**config.mk**
```make
export PLATFORM = sky130hd
export DESIGN_NAME = line_side_ctrl_status_regs
export DESIGN_NICKNAME = d
export VERILOG_FILES = /design/src/line_side_pkg.sv /design/src/ring_detect_sel.sv /design/src/monitor_gain.sv /design/src/line_side_ctrl_status_regs.sv
export VERILOG_INCLUDE_DIRS = /design/src
export SDC_FILE = /design/constraint.sdc
export NUM_CORES = 1
export LEC_CHECK = 0
export BUFFER_PORTS_ARGS = -buffer_cell sky130_fd_sc_hd__buf_2
export CAP_MARGIN = 10
export CORE_ASPECT_RATIO = 0.5
export CORE_MARGIN = 2
export CORE_UTILIZATION = 40
export CTS_BUF_LIST = sky130_fd_sc_hd__clkbuf_16
export DETAILED_ROUTE_END_ITERATION = 7
export PLACE_DENSITY_LB_ADDON = 0.1
export REMOVE_ABC_BUFFERS = 1
export SYNTH_ARGS = -nofsm -noshare
export SYNTH_HDL_FRONTEND = slang
export SYNTH_SLANG_ARGS = --single-unit
```
**constraint.sdc**
```tcl
create_clock -name clk -period 5.9 [get_ports clk]
set_input_delay 0.885 -clock clk [delete_from_list [all_inputs] [get_ports clk]]
set_output_delay 0.885 -clock clk [all_outputs]
set_load 0.005 [all_outputs]
```
**src/line_side_regs.svh**
```systemverilog
// Notes on behaviour
// - Validation off: fullwave bit picks half/full-wave detect.
// - Validation on: bit picks envelope or one-shot.
// - Live overload flag self-clears when overload ends.
// - Live overload masked by off-hook counter only.
// - Dropout flag set when supply collapses off-hook.
// - Overcurrent flag set above configured trip threshold.
// - Receive monitor gain is field over 64.
// - Receive gain zero mutes receive contribution.
// - Transmit monitor gain is field over 64.
// - Transmit gain zero mutes transmit contribution.
// - Ring control bits 7:2 read as zero.
// - Sticky overload set below ground, write-zero clears.
`ifndef LINE_SIDE_REGS_SVH
`define LINE_SIDE_REGS_SVH

// Register indices; byte address is four times the index.
`define RING_CFG_IDX 6'h12
`define LINE_FAULT_IDX 6'h13
`define RX_GAIN_IDX 6'h14
`define TX_GAIN_IDX 6'h15
`define LINE_CTRL_IDX 6'h20
`define OVERLOAD_IDX 6'h21
`define IRQ_STATUS_IDX 6'h22
`define IRQ_MASK_IDX 6'h23

// Field positions.
`define RING_FULLWAVE_BIT 1
`define VALIDATION_EN_BIT 0
`define BILLING_EN_BIT 1
`define OVERLOAD_STICKY_BIT 0
`define FAULT_OVERLOAD_BIT 2
`define FAULT_DROPOUT_BIT 1
`define FAULT_OVERCURRENT_BIT 0

// Reset value and unity gain code.
`define REG_RESET_VAL 8'h00
`define UNITY_GAIN 8'h40

// Gain is field/64, so the product drops six fraction bits.
`define GAIN_FRAC_BITS 6

// One-shot length in clock cycles (default of the top parameter).
`define ONE_SHOT_CYCLES_DFLT 1024

`endif

```
**src/line_side_pkg.sv**
```systemverilog
package line_side_pkg;

    // Width of the call progress audio samples.
    parameter int SAMPLE_W = 16;

    // Line pins, carried together through the synchroniser.
    typedef struct packed {
        logic rxBelowGround;
        logic supplyCollapse;
        logic loopOverTrip;
        logic offHook;
        logic offHookMaskActive;
        logic ringPosCross;
        logic ringNegCross;
        logic ringValidEnv;
    } line_pins_t;

    // Live fault flags as they appear in the fault status register.
    typedef struct packed {
        logic overloadLive;
        logic supplyDropoutFlag;
        logic overcurrentFlag;
    } fault_flags_t;

    // AXI response codes.
    typedef enum logic [1:0] {
        RESP_OKAY = 2'b00,
        RESP_SLVERR = 2'b10
    } axi_resp_t;

    // States of the ring one-shot.
    typedef enum logic [0:0] {
        SHOT_IDLE = 1'b0,
        SHOT_ACTIVE = 1'b1
    } shot_state_t;

    // Saturates a wide signed value into one audio sample.
    function automatic logic signed [SAMPLE_W-1:0] satSample(
        input logic signed [31:0] v);
        logic signed [31:0] hi;
        logic signed [31:0] lo;
        hi = 32'sd2 ** (SAMPLE_W - 1) - 32'sd1;
        lo = -(32'sd2 ** (SAMPLE_W - 1));
        if (v > hi) begin
            satSample = hi[SAMPLE_W-1:0];
        end else if (v < lo) begin
            satSample = lo[SAMPLE_W-1:0];
        end else begin
            satSample = v[SAMPLE_W-1:0];
        end
    endfunction

endpackage

```
**src/ring_detect_sel.sv**
```systemverilog
`timescale 1ns/1ps
`include "line_side_regs.svh"

module ring_detect_sel
    import line_side_pkg::*;
#(
    parameter int ONE_SHOT_CYCLES = `ONE_SHOT_CYCLES_DFLT
) (
    input wire logic clk,
    input wire logic reset,
    input wire logic ringValidationEnable,
    input wire logic ringFullwaveSelect,
    input wire logic ringPosCross,
    input wire logic ringNegCross,
    input wire logic ringValidEnv,
    output logic ringOut
);

    localparam int CNT_W = $clog2(ONE_SHOT_CYCLES + 1);

    shot_state_t shot_q; // One-shot state.
    logic [CNT_W-1:0] shotCnt_q; // Cycles left in the one-shot.
    logic cross_q; // Previous crossing level, for the rising edge.
    logic crossing; // Threshold crossing for the current mode.
    logic crossRise; // Start of a new crossing.

    // Full-wave counts both polarities, half-wave only the positive one.
    assign crossing = ringPosCross | (ringFullwaveSelect & ringNegCross);
    assign crossRise = crossing & ~cross_q;

    // Edge memory for the one-shot trigger.
    always_ff @(posedge clk) begin
        if (reset) begin
            cross_q <= 1'b0;
        end else begin
            cross_q <= crossing;
        end
    end

    // The one-shot is unqualified: it ends on the counter, not the ring.
    always_ff @(posedge clk) begin
        if (reset) begin
            shot_q <= SHOT_IDLE;
            shotCnt_q <= '0;
        end else begin
            case (shot_q)
                SHOT_IDLE: begin
                    if (crossRise) begin
                        shot_q <= SHOT_ACTIVE;
                        shotCnt_q <= CNT_W'(ONE_SHOT_CYCLES - 1);
                    end
                end
                SHOT_ACTIVE: begin
                    if (shotCnt_q == '0) begin
                        shot_q <= SHOT_IDLE;
                    end else begin
                        shotCnt_q <= shotCnt_q - 1'b1;
                    end
                end
                default: begin
                    shot_q <= SHOT_IDLE;
                end
            endcase
        end
    end

    // Output selection; registered so the top output is a flop.
    always_ff @(posedge clk) begin
        if (reset) begin
            ringOut <= 1'b0;
        end else if (!ringValidationEnable) begin
            ringOut <= crossing;
        end else if (ringFullwaveSelect) begin
            ringOut <= (shot_q == SHOT_ACTIVE);
        end else begin
            ringOut <= ringValidEnv;
        end
    end

    a_halfwave_mode: assert property (@(posedge clk) disable iff (reset)
        !ringValidationEnable && !ringFullwaveSelect && ringNegCross
        && !ringPosCross |=> !ringOut)
        else $error("Half-wave mode reacted to a negative crossing.");

    a_envelope_follow: assert property (@(posedge clk)
        disable iff (reset)
        ringValidationEnable && !ringFullwaveSelect
        |=> ringOut == $past(ringValidEnv))
        else $error("Ring output did not follow the validated envelope.");

    a_oneshot_start: assert property (@(posedge clk) disable iff (reset)
        shot_q == SHOT_IDLE && crossRise |=> shot_q == SHOT_ACTIVE
        ##1 (shot_q == SHOT_ACTIVE))
        else $error("Ring one-shot did not start on a crossing.");

endmodule // ring_detect_sel

```
**src/monitor_gain.sv**
```systemverilog
`timescale 1ns/1ps
`include "line_side_regs.svh"

module monitor_gain
    import line_side_pkg::*;
(
    input wire logic clk,
    input wire logic reset,
    input wire logic [7:0] gain,
    input wire logic sampleValid,
    input wire logic signed [SAMPLE_W-1:0] sampleIn,
    output logic signed [SAMPLE_W-1:0] sampleOut
);

    logic signed [31:0] product; // Sample times the gain code.
    logic signed [31:0] scaled; // Product divided by 64.

    // Linear gain; codes above 0x40 amplify, so the result saturates.
    always_comb begin
        product = 32'(sampleIn) * $signed({24'h000000, gain});
        scaled = product >>> `GAIN_FRAC_BITS;
    end

    // A zero code is forced to silence rather than trusting rounding.
    always_ff @(posedge clk) begin
        if (reset) begin
            sampleOut <= '0;
        end else if (sampleValid) begin
            if (gain == 8'h00) begin
                sampleOut <= '0;
            end else begin
                sampleOut <= satSample(scaled);
            end
        end
    end

    a_zero_mutes: assert property (@(posedge clk) disable iff (reset)
        sampleValid && gain == 8'h00 |=> sampleOut == '0)
        else $error("Zero gain code did not mute the path.");

    a_unity_gain: assert property (@(posedge clk) disable iff (reset)
        sampleValid && gain == `UNITY_GAIN |=> sampleOut == $past(sampleIn))
        else $error("Unity gain code changed the sample.");

endmodule // monitor_gain

```
**src/line_side_ctrl_status_regs.sv**
```systemverilog
`timescale 1ns/1ps
`include "line_side_regs.svh"

module line_side_ctrl_status_regs
    import line_side_pkg::*;
#(
    parameter int ADDR_W = 8,
    parameter int ONE_SHOT_CYCLES = `ONE_SHOT_CYCLES_DFLT
) (
    input wire logic clk,
    input wire logic reset,
    input wire logic [ADDR_W-1:0] s_axi_awaddr,
    input wire logic s_axi_awvalid,
    output logic s_axi_awready,
    input wire logic [31:0] s_axi_wdata,
    input wire logic [3:0] s_axi_wstrb,
    input wire logic s_axi_wvalid,
    output logic s_axi_wready,
    output logic [1:0] s_axi_bresp,
    output logic s_axi_bvalid,
    input wire logic s_axi_bready,
    input wire logic [ADDR_W-1:0] s_axi_araddr,
    input wire logic s_axi_arvalid,
    output logic s_axi_arready,
    output logic [31:0] s_axi_rdata,
    output logic [1:0] s_axi_rresp,
    output logic s_axi_rvalid,
    input wire logic s_axi_rready,
    input wire line_pins_t linePins,
    input wire logic sampleValid,
    input wire logic signed [SAMPLE_W-1:0] rxSample,
    input wire logic signed [SAMPLE_W-1:0] txSample,
    output logic ringDetectOut,
    output logic signed [SAMPLE_W-1:0] callProgressOut,
    output logic irq
);

    line_pins_t pinMeta_q; // First synchroniser stage, read by stage two.
    line_pins_t pinSync_q; // Pins safe to use in this domain.
    fault_flags_t fault_q; // Live fault flags.
    fault_flags_t faultPrev_q; // Flags one cycle ago, for edge events.
    logic ringPrev_q; // Previous ring output, for the ring event.
    logic ringFullwaveSelect_q; // Ring detector mode bit.
    logic ringValidationEnable_q; // Selects the validated ring path.
    logic billingToneDetectEn_q; // Billing tone enable; no live effect.
    logic rxOverloadSticky_q; // Sticky receive overload.
    logic [7:0] rxMonitorGain_q; // Receive monitor gain code.
    logic [7:0] txMonitorGain_q; // Transmit monitor gain code.
    logic [3:0] irqStatus_q; // Sticky event bits; bit 0 is overload.
    logic [3:0] irqMask_q; // Enables for the event bits.
    logic [3:0] irqEvent; // Events raised this cycle.
    logic awHeld_q; // Write address accepted, waiting.
    logic wHeld_q; // Write data accepted, waiting.
    logic [5:0] awIdx_q; // Held write register index.
    logic [7:0] wByte_q; // Held write data, byte lane 0.
    logic wLane0_q; // Lane 0 strobe of the held data.
    logic awHeld_d;
    logic wHeld_d;
    logic rvalid_d;
    logic wrFire; // A complete write is performed this cycle.
    logic rdFire; // A read address is taken this cycle.
    logic wrLane; // Register contents change on this write.
    logic signed [SAMPLE_W-1:0] rxScaled; // Scaled receive contribution.
    logic signed [SAMPLE_W-1:0] txScaled; // Scaled transmit contribution.
    logic ringOut; // Selected ring detect level.

    // Register index from a byte address; low address bits are ignored.
    function automatic logic [5:0] regIndex(input logic [ADDR_W-1:0] a);
        regIndex = a[7:2];
    endfunction

    // True for an index that maps to a register.
    function automatic logic isMapped(input logic [5:0] idx);
        case (idx)
            `RING_CFG_IDX, `LINE_FAULT_IDX, `RX_GAIN_IDX, `TX_GAIN_IDX,
            `LINE_CTRL_IDX, `OVERLOAD_IDX, `IRQ_STATUS_IDX,
            `IRQ_MASK_IDX: isMapped = 1'b1;
            default: isMapped = 1'b0;
        endcase
    endfunction

    // Two-stage synchroniser for every line pin.
    always_ff @(posedge clk) begin
        if (reset) begin
            pinMeta_q <= '0;
            pinSync_q <= '0;
        end else begin
            pinMeta_q <= linePins;
            pinSync_q <= pinMeta_q;
        end
    end

    // Live flags follow their cause and clear with it.
    always_ff @(posedge clk) begin
        if (reset) begin
            fault_q <= '0;
            faultPrev_q <= '0;
        end else begin
            // Only the off-hook counter hides overload; billing is ignored.
            fault_q.overloadLive <= pinSync_q.rxBelowGround
                & ~pinSync_q.offHookMaskActive;
            fault_q.supplyDropoutFlag <= pinSync_q.supplyCollapse
                & pinSync_q.offHook;
            // The trip level itself is set up outside this block.
            fault_q.overcurrentFlag <= pinSync_q.loopOverTrip;
            faultPrev_q <= fault_q;
        end
    end

    // Ring detect selection and its one-shot.
    ring_detect_sel #(
        .ONE_SHOT_CYCLES(ONE_SHOT_CYCLES)
    ) ringSel (
        .clk(clk),
        .reset(reset),
        .ringValidationEnable(ringValidationEnable_q),
        .ringFullwaveSelect(ringFullwaveSelect_q),
        .ringPosCross(pinSync_q.ringPosCross),
        .ringNegCross(pinSync_q.ringNegCross),
        .ringValidEnv(pinSync_q.ringValidEnv),
        .ringOut(ringOut)
    );

    assign ringDetectOut = ringOut;

    // Per-path gain stages for the call progress monitor.
    monitor_gain rxGain (
        .clk(clk),
        .reset(reset),
        .gain(rxMonitorGain_q),
        .sampleValid(sampleValid),
        .sampleIn(rxSample),
        .sampleOut(rxScaled)
    );

    monitor_gain txGain (
        .clk(clk),
        .reset(reset),
        .gain(txMonitorGain_q),
        .sampleValid(sampleValid),
        .sampleIn(txSample),
        .sampleOut(txScaled)
    );

    // Mix both paths; saturation avoids wrap-around clicks on loud tones.
    always_ff @(posedge clk) begin
        if (reset) begin
            callProgressOut <= '0;
        end else begin
            callProgressOut <= satSample(32'(rxScaled) + 32'(txScaled));
        end
    end

    // Write channel handshakes: address and data may come in any order.
    always_comb begin
        wrFire = awHeld_q & wHeld_q & ~s_axi_bvalid;
        awHeld_d = awHeld_q;
        wHeld_d = wHeld_q;
        if (wrFire) begin
            awHeld_d = 1'b0;
            wHeld_d = 1'b0;
        end else begin
            if (s_axi_awvalid && s_axi_awready) begin
                awHeld_d = 1'b1;
            end
            if (s_axi_wvalid && s_axi_wready) begin
                wHeld_d = 1'b1;
            end
        end
        wrLane = wrFire & wLane0_q & isMapped(awIdx_q);
    end

    // Write channel state and the write response.
    always_ff @(posedge clk) begin
        if (reset) begin
            awHeld_q <= 1'b0;
            wHeld_q <= 1'b0;
            s_axi_awready <= 1'b0;
            s_axi_wready <= 1'b0;
            awIdx_q <= '0;
            wByte_q <= '0;
            wLane0_q <= 1'b0;
            s_axi_bvalid <= 1'b0;
            s_axi_bresp <= RESP_OKAY;
        end else begin
            awHeld_q <= awHeld_d;
            wHeld_q <= wHeld_d;
            s_axi_awready <= ~awHeld_d;
            s_axi_wready <= ~wHeld_d;
            if (s_axi_awvalid && s_axi_awready) begin
                awIdx_q <= regIndex(s_axi_awaddr);
            end
            if (s_axi_wvalid && s_axi_wready) begin
                wByte_q <= s_axi_wdata[7:0];
                wLane0_q <= s_axi_wstrb[0];
            end
            if (wrFire) begin
                s_axi_bvalid <= 1'b1;
                s_axi_bresp <= isMapped(awIdx_q) ? RESP_OKAY : RESP_SLVERR;
            end else if (s_axi_bready) begin
                s_axi_bvalid <= 1'b0;
            end
        end
    end

    // Software-written configuration registers.
    always_ff @(posedge clk) begin
        if (reset) begin
            ringFullwaveSelect_q <= 1'b0;
            ringValidationEnable_q <= 1'b0;
            billingToneDetectEn_q <= 1'b0;
            rxMonitorGain_q <= `REG_RESET_VAL;
            txMonitorGain_q <= `REG_RESET_VAL;
            irqMask_q <= '0;
        end else if (wrLane) begin
            case (awIdx_q)
                `RING_CFG_IDX: begin
                    ringFullwaveSelect_q <= wByte_q[`RING_FULLWAVE_BIT];
                end
                `RX_GAIN_IDX: begin
                    rxMonitorGain_q <= wByte_q;
                end
                `TX_GAIN_IDX: begin
                    txMonitorGain_q <= wByte_q;
                end
                `LINE_CTRL_IDX: begin
                    ringValidationEnable_q <= wByte_q[`VALIDATION_EN_BIT];
                    billingToneDetectEn_q <= wByte_q[`BILLING_EN_BIT];
                end
                `IRQ_MASK_IDX: begin
                    irqMask_q <= wByte_q[3:0];
                end
                default: begin
                    // Read-only and status registers are handled elsewhere.
                end
            endcase
        end
    end

    // Events: overload level, and rising edges of the other indications.
    assign irqEvent = {ringOut & ~ringPrev_q,
        fault_q.overcurrentFlag & ~faultPrev_q.overcurrentFlag,
        fault_q.supplyDropoutFlag & ~faultPrev_q.supplyDropoutFlag,
        pinSync_q.rxBelowGround};

    // Sticky overload and event bits; a new event beats a clear.
    always_ff @(posedge clk) begin
        if (reset) begin
            rxOverloadSticky_q <= 1'b0;
            irqStatus_q <= '0;
            ringPrev_q <= 1'b0;
        end else begin
            ringPrev_q <= ringOut;
            if (wrLane && awIdx_q == `OVERLOAD_IDX
                && !wByte_q[`OVERLOAD_STICKY_BIT]) begin
                // Writing zero clears the sticky bit and its event bit.
                rxOverloadSticky_q <= pinSync_q.rxBelowGround;
                irqStatus_q <= irqEvent
                    | (irqStatus_q & 4'hE);
            end else if (wrLane && awIdx_q == `IRQ_STATUS_IDX) begin
                rxOverloadSticky_q <= rxOverloadSticky_q
                    | pinSync_q.rxBelowGround;
                irqStatus_q <= irqEvent | (irqStatus_q & ~wByte_q[3:0]);
            end else begin
                rxOverloadSticky_q <= rxOverloadSticky_q
                    | pinSync_q.rxBelowGround;
                irqStatus_q <= irqStatus_q | irqEvent;
            end
        end
    end

    // Level interrupt from any unmasked event bit.
    always_ff @(posedge clk) begin
        if (reset) begin
            irq <= 1'b0;
        end else begin
            irq <= |(irqStatus_q & irqMask_q);
        end
    end

    // Read channel: one read at a time, data registered with rvalid.
    assign rdFire = s_axi_arvalid & s_axi_arready;
    assign rvalid_d = rdFire | (s_axi_rvalid & ~s_axi_rready);

    // Read data mux; reserved ring control bits read as zero.
    always_ff @(posedge clk) begin
        if (reset) begin
            s_axi_arready <= 1'b0;
            s_axi_rvalid <= 1'b0;
            s_axi_rdata <= '0;
            s_axi_rresp <= RESP_OKAY;
        end else begin
            s_axi_rvalid <= rvalid_d;
            s_axi_arready <= ~rvalid_d;
            if (rdFire) begin
                s_axi_rresp <= isMapped(regIndex(s_axi_araddr))
                    ? RESP_OKAY : RESP_SLVERR;
                case (regIndex(s_axi_araddr))
                    `RING_CFG_IDX: s_axi_rdata <=
                        {30'h0, ringFullwaveSelect_q, 1'b0};
                    `LINE_FAULT_IDX: s_axi_rdata <= {29'h0, fault_q};
                    `RX_GAIN_IDX: s_axi_rdata <= {24'h0, rxMonitorGain_q};
                    `TX_GAIN_IDX: s_axi_rdata <= {24'h0, txMonitorGain_q};
                    `LINE_CTRL_IDX: s_axi_rdata <= {30'h0,
                        billingToneDetectEn_q, ringValidationEnable_q};
                    `OVERLOAD_IDX: s_axi_rdata <= {31'h0, rxOverloadSticky_q};
                    `IRQ_STATUS_IDX: s_axi_rdata <= {28'h0, irqStatus_q};
                    `IRQ_MASK_IDX: s_axi_rdata <= {28'h0, irqMask_q};
                    default: s_axi_rdata <= 32'h0;
                endcase
            end
        end
    end

    a_overload_live: assert property (@(posedge clk) disable iff (reset)
        pinSync_q.rxBelowGround && !pinSync_q.offHookMaskActive
        |=> fault_q.overloadLive)
        else $error("Live overload flag missed an overload.");

    // The live flag must drop on its own once the cause has gone.
    a_overload_clear: assert property (@(posedge clk) disable iff (reset)
        !pinSync_q.rxBelowGround |=> !fault_q.overloadLive)
        else $error("Live overload flag did not clear by itself.");

    a_overload_mask: assert property (@(posedge clk) disable iff (reset)
        pinSync_q.offHookMaskActive |=> !fault_q.overloadLive)
        else $error("Live overload flag not masked by off-hook counter.");

    a_dropout_flag: assert property (@(posedge clk) disable iff (reset)
        1'b1 |=> fault_q.supplyDropoutFlag == $past(
        pinSync_q.supplyCollapse && pinSync_q.offHook))
        else $error("Dropout flag does not match supply and hook state.");

    a_overcurrent_flag: assert property (@(posedge clk)
        disable iff (reset)
        1'b1 |=> fault_q.overcurrentFlag == $past(pinSync_q.loopOverTrip))
        else $error("Overcurrent flag does not follow the trip input.");

    a_sticky_set: assert property (@(posedge clk) disable iff (reset)
        pinSync_q.rxBelowGround |=> rxOverloadSticky_q && irqStatus_q[0])
        else $error("Sticky overload not set by an overload.");

    a_sticky_clear: assert property (@(posedge clk) disable iff (reset)
        wrLane && awIdx_q == `OVERLOAD_IDX && !wByte_q[0]
        && !pinSync_q.rxBelowGround |=> !rxOverloadSticky_q && !irqStatus_q[0])
        else $error("Writing zero did not clear the sticky overload.");

    a_reserved_read: assert property (@(posedge clk) disable iff (reset)
        rdFire && regIndex(s_axi_araddr) == `RING_CFG_IDX
        |=> s_axi_rvalid && s_axi_rdata[31:2] == 30'h0)
        else $error("Ring control read returned nonzero reserved bits.");

endmodule // line_side_ctrl_status_regs

```
### Word-level counts from Yosys, hierarchy flattened

Index checks and enable logic that the tools add are counted.

| operators by class | value |
|---|---|
| add/subtract/negate cells | 2 |
| multipliers | 2 |
| $lt $le $gt $ge | 6 |
| eq/ne operators | 18 |
| multiplexer cells | 34 |
| bitwise operators | 33 |
| reduce and logical (&&, ||, !) cells | 20 |

Operator list:

| operator | count |
|---|---|
| two-way mux 16 bit | 7 |
| one-hot mux 8 bit (8 select lines) | 1 |
| multiplier 16 x 9 -> 25 bit | 2 |
| equality test 6 x 5 -> 1 bit, second input constant | 8 |
| equality test 6 bit, second input constant | 8 |
| > comparator 19 x 16 -> 1 bit, second input constant | 2 |
| < comparator 19 x 16 -> 1 bit, second input constant | 2 |
| two-way mux 11 bit | 2 |
| one-hot mux 11 bit (2 select lines) | 1 |
| adder 16 x 16 -> 17 bit | 1 |
| > comparator 17 x 16 -> 1 bit, second input constant | 1 |
| < comparator 17 x 16 -> 1 bit, second input constant | 1 |
| two-way mux 1 bit | 17 |
| logical NOT 8 bit | 2 |
| OR reduction 8 bit | 2 |
| two-way mux 15 bit | 1 |
| bitwise AND 1 bit | 13 |
| OR 4 bit | 3 |
| AND reduction 2 bit | 6 |
| logical NOT 11 bit | 1 |
| NOT 1 bit | 11 |
| subtractor 11 x 1 -> 11 bit, second input constant | 1 |
| bitwise AND 4 bit | 2 |
| two-way mux 4 bit | 2 |
| 11 further kinds | 18 |

| storage, ports and cells | value |
|---|---|
| register bits | 171 |
| logic and storage cells | 167 |

### Longest topological paths before layout

| logic depth | value |
|---|---|
| word-level depth | 7 |
| mapped depth | 22 |
| depth with buffers taken out | 18 |

### Hierarchy

A second synthesis with hierarchy kept.

| second synthesis, totals | value |
|---|---|
| cell total of the unflattened synthesis | 1862 |
| area, all modules | 16260.6 µm² |

By module, submodules not included:

| module | instances | cells an instance | area an instance (µm²) | seq. area each (µm²) |
|---|---|---|---|---|
| monitor_gain at rxGain | 1 | 683 | 5710.5 | 320.3 |
| monitor_gain at txGain | 1 | 595 | 5313.8 | 320.3 |
| line_side_ctrl_status_regs | 1 | 504 | 4523.1 | 1981.9 |
| ring_detect_sel | 1 | 80 | 713.2 | 280.3 |

### Least setup slack after synthesis

No wires, ideal clock.

| path | value |
|---|---|
| path type | input to register |
| start point | input port txSample[15] |
| end point | register txGain.sampleOut[0] |
| setup time | 122 ps |
| data arrival time | 5488 ps |
| required time | 5778 ps |
| path slack | 291 ps |
| cell stages on the path | 18 |
| buffers on the path | 1 |
| cell sequence | nand2_1 -> fa_1 -> inv_1 -> fa_1 -> inv_1 -> fa_1 -> inv_1 -> fa_1 -> ha_1 -> and3_1 -> nand3_1 -> o2bb2ai_1 -> or3_1 -> nor3_2 -> nor3_2 -> a31o_4 -> buf_6 -> a221o_1 |

| between the ends | value |
|---|---|
| cells in the longest elaborated chain, start to end | 5 |

RTL lines:

| item | RTL line | RTL |
|---|---|---|
| from (decl) | line_side_ctrl_status_regs.sv:32 | `input wire logic signed [SAMPLE_W-1:0] txSample,` |
| multiplier 16 x 9 -> 25 bit * | monitor_gain.sv:20 | `product = 32'(sampleIn) * $signed({24'h000000, gain});` |
| < comparator 19 x 16 -> 1 bit | line_side_pkg.sv:46 | `end else if (v < lo) begin` |
| two-way mux 16 bit | line_side_pkg.sv:46 |  |
| two-way mux 16 bit * | line_side_pkg.sv:44 | `if (v > hi) begin` |
| two-way mux 16 bit * | monitor_gain.sv:29 | `if (gain == 8'h00) begin` |
| to (signal assigned) | monitor_gain.sv:32 | `sampleOut <= satSample(scaled);` |
| to (decl) | monitor_gain.sv:12 | `output logic signed [SAMPLE_W-1:0] sampleOut` |

Mark *: on every way between the ends. The rest lies on a longest branch, timed or not.
A chain may end at the register's enable or synchronous reset.

### Worst setup path in the final report

| path | value |
|---|---|
| start point | register txMonitorGain_q[1] |
| end point | register txGain.sampleOut[6] |

| between the ends | value |
|---|---|
| cells in the longest elaborated chain, start to end | 5 |

RTL lines:

| item | RTL line | RTL |
|---|---|---|
| from (decl) | line_side_ctrl_status_regs.sv:48 | `logic [7:0] txMonitorGain_q;` |
| from (signal assigned) | line_side_ctrl_status_regs.sv:213 | `` txMonitorGain_q <= `REG_RESET_VAL; `` |
| from (signal assigned) | line_side_ctrl_status_regs.sv:224 | `txMonitorGain_q <= wByte_q;` |
| multiplier 16 x 9 -> 25 bit | monitor_gain.sv:20 |  |
| < comparator 19 x 16 -> 1 bit | line_side_pkg.sv:46 |  |
| two-way mux 16 bit | line_side_pkg.sv:46 |  |
| two-way mux 16 bit | line_side_pkg.sv:44 |  |
| two-way mux 16 bit * | monitor_gain.sv:29 |  |

Marked as above.

==> impl_results.md <==
- FF-to-FF Start: txMonitorGain_q[1]
- Slew headroom: 47.7%
- Synthesized instance count: 1772
- Core area: 38600 um2
- Post-CTS Hold Buffers: 0
- H-Tree Level Count: 4
- Most frequent cells in the layout: 293 x inv_1, 203 x fa_1, 185 x nand2_1
- Commonest non-fill, non-tap cell in the layout: inv_1
- Width of the die: 283 um
- Post-synth top area cell: fa_1
- Pwr per Cell Area: 130 nW/um2
- Gr usage total: 18.9%
- Final period utilization: 93.1%
- DR vias: 11800
- CTS tree: yes
- Max-Cap Viols: 0
- Nets: 2302
- Crit path from: txMonitorGain_q[1]
- Initial antenna violation count: 0
- Worst Setup Start Kind: register
- Mapped cell area: 15600 um2
- Setup bufs post-CTS: 0
- DR pass1 iterations: 4
- Grt ovf: 0
- Post-synth EDFFs: 0
- Final antenna-violating net count: 0
- Slew Limit Fails: 0
- I/O Buffers: 101
- DRC: 0
- Num rows: 51
- # fillers: 3962
- Setup Skew: 17.7 ps
- Mapped Avg Cell Area: 8.79 um2
- RSZ-0062 raised after global routing: false
- Clock buffer depth: 2
- Leakage: 9.01 nW
- Routed wire length: 36800 um
- Max VDD drop: 0.165 mV
- Crit end category: register
- Root buffer cell: clkbuf_16
- Vias in the first global route: 11900
- Cts bufs inserted: 17
- Netlist cell types: 79
- Async S/R FF share, synth: 0%
- GP Congestion: 0.842
- Clk slew on worst S/H paths: 60 ps
- Clock sink count: 145
- Largest net degree at the start of global routing: 76
- Critical path fanouts, max: 14
- Ports: 159
- Die area: 40600 um2
- Wire per inst: 15.1 um
- Final hold vios: 0
- Synth top area share: 26.1%
- Hold wc startpoint: pinSync_q[3]
- Min Clock Period, post-route: 5490 ps
- Flops & latches, synth: 145
- Synth area leaders: fa_1 26%, dfxtp_1 19%, ha_1 8.8%
- DR iter-0 viols: 486
- Synth-to-Final Area Change: 12.3%
- Seq/Total Area, Yosys: 18.6%
- Initial core utilization: 40.3%
- Dpl hpwl: 30300 um
- Main synth FF type: dfxtp_1
- Power Total: 2.28 mW
- Fmax: 0.182 GHz
- Layout Utilization: 45.3%
- Status: completed
- Layout cells sized above 1: 12.3%
- Slew @ Worst Pin: 785 ps
- CP arrival: 5800 ps
- Hold Path Class: reg -> reg
- Die Height: 144 um
- Drt via density: 4.87
- Final setup vio count: 0
- Resized cells post-CTS: 0
- WS Path Type: reg -> reg
- Synth Warn #: 0
- First-pass GRT wire length: 62100 um
- Worst skew pair latency: 440 ps
- Critical Path RT: 6210 ps
-- metrics by stage --
| step | instances | hold slack (ps) | setup WS, ps | area (um2) | setup TNS [ps] |
|---|---|---|---|---|---|
| after global routing | 2433 | 421 | 3.21 | 17500 | 0 |
| after global placement | 2400 | 391 | -3.33 | 16900 | -4.67 |
| final | 2434 | 400 | 410 | 17500 | 0 |
| after floorplan | 1703 | 371 | 348 | 15200 | 0 |
| after detailed placement | 2400 | 395 | -21.3 | 16900 | -229 |
| after CTS | 2432 | 405 | 208 | 17500 | 0 |
-- state kept, by name, indices dropped and copies added (netlist names), 2 cells and up --
| name | flops |
|---|---|
| fault_q | 3 |
| txMonitorGain_q | 8 |
| irqStatus_q | 4 |
| ringSel.shotCnt_q | 11 |
| irqMask_q | 4 |
| rxMonitorGain_q | 8 |
| txGain.sampleOut | 16 |
| rxGain.sampleOut | 16 |
| pinMeta_q | 8 |
| callProgressOut | 16 |
| pinSync_q | 7 |
| wByte_q | 8 |
| awIdx_q | 6 |
| s_axi_rdata | 8 |
| faultPrev_q | 2 |
-- power by group --
group	internal (mW)	leakage [nW]	switching, mW	total (mW)
Clock	0.635	0.286	0.465	1.10
Sequential	1.01	1.18	0.0201	1.03
Combinational	0.0554	7.55	0.0986	0.154
-- cells by family (layout without fill, tap and decap cells) --
group	Yosys count	count (layout)	synth area share (%)
flops	145	145	18.6
fa+ha+maj	312	312	34.9
compound gates	264	264	12.0
simple gates	564	564	18.3
mux	38	38	2.56
buf+inv	387	493	10.2
xor+xnor	61	61	3.43
other cells	1	27	0.0241
-- final timing paths --
path	to	slack [ps]	cells after the start
worst max-delay path	txGain.sampleOut[6]	410	18
worst min-delay path	fault_q[2]	400	1
worst max register to register	txGain.sampleOut[6]	410	18
worst min register to register	fault_q[2]	400	1
-- Yosys cell counts (8+ instances only) --
master and n:
inv_1 293, fa_1 203, nand2_1 185, and2_1 151
dfxtp_1 145, ha_1 109, nor2_1 96, a21oi_1 82
clkbuf_1 47, xnor2_1 39, o21ai_0 34, mux2i_1 32
nor2b_1 28, a221o_1 27, buf_4 27, xor2_1 22
nand3_1 20, nor3_1 18, a21o_1 17, a22oi_1 15
nand2b_1 13, buf_2 12, o21a_1 11, a31oi_1 8
and3_1 8, nor4_1 8
-- critical path, stage by stage, from the launching register on --
cell     delay [ps]
dfxtp_1         620
nand2_1         180
buf_4           180
fa_1            470
inv_1            50
fa_1            480
fa_1            560
inv_1            50
fa_1            490
inv_1            50
ha_1            380
o21ai_0         120
nor2_1           80
o31ai_1         270
a21oi_1         170
nor4_1          430
o22ai_1         150
o21a_2          330
a221o_1         300
-- routing by layer --
layer  vias up  part of all wire [%]  wire length (um)  GRT usage [%]
met5         -                     0                 0              0
met3        22                   3.1              1130           2.83
met2       154                    43             15800           28.7
met1      5786                    53             19500           28.4
met4         0                   1.1               388           4.09
li1       5880                     -                 -              -
-- final cells by class --
type,instances,area (um2),share of cell area [%]
sequential,145,2910,16.6
timing repair buffer,168,1030,5.90
clock buffer,17,425,2.43
tap,530,663,3.79
antenna,1,2.50,0.0143
multi-input combinational,1265,11200,63.9
inverter,293,1100,6.29
clock inverter,15,171,0.980
Power figures use the tool's default switching activity.
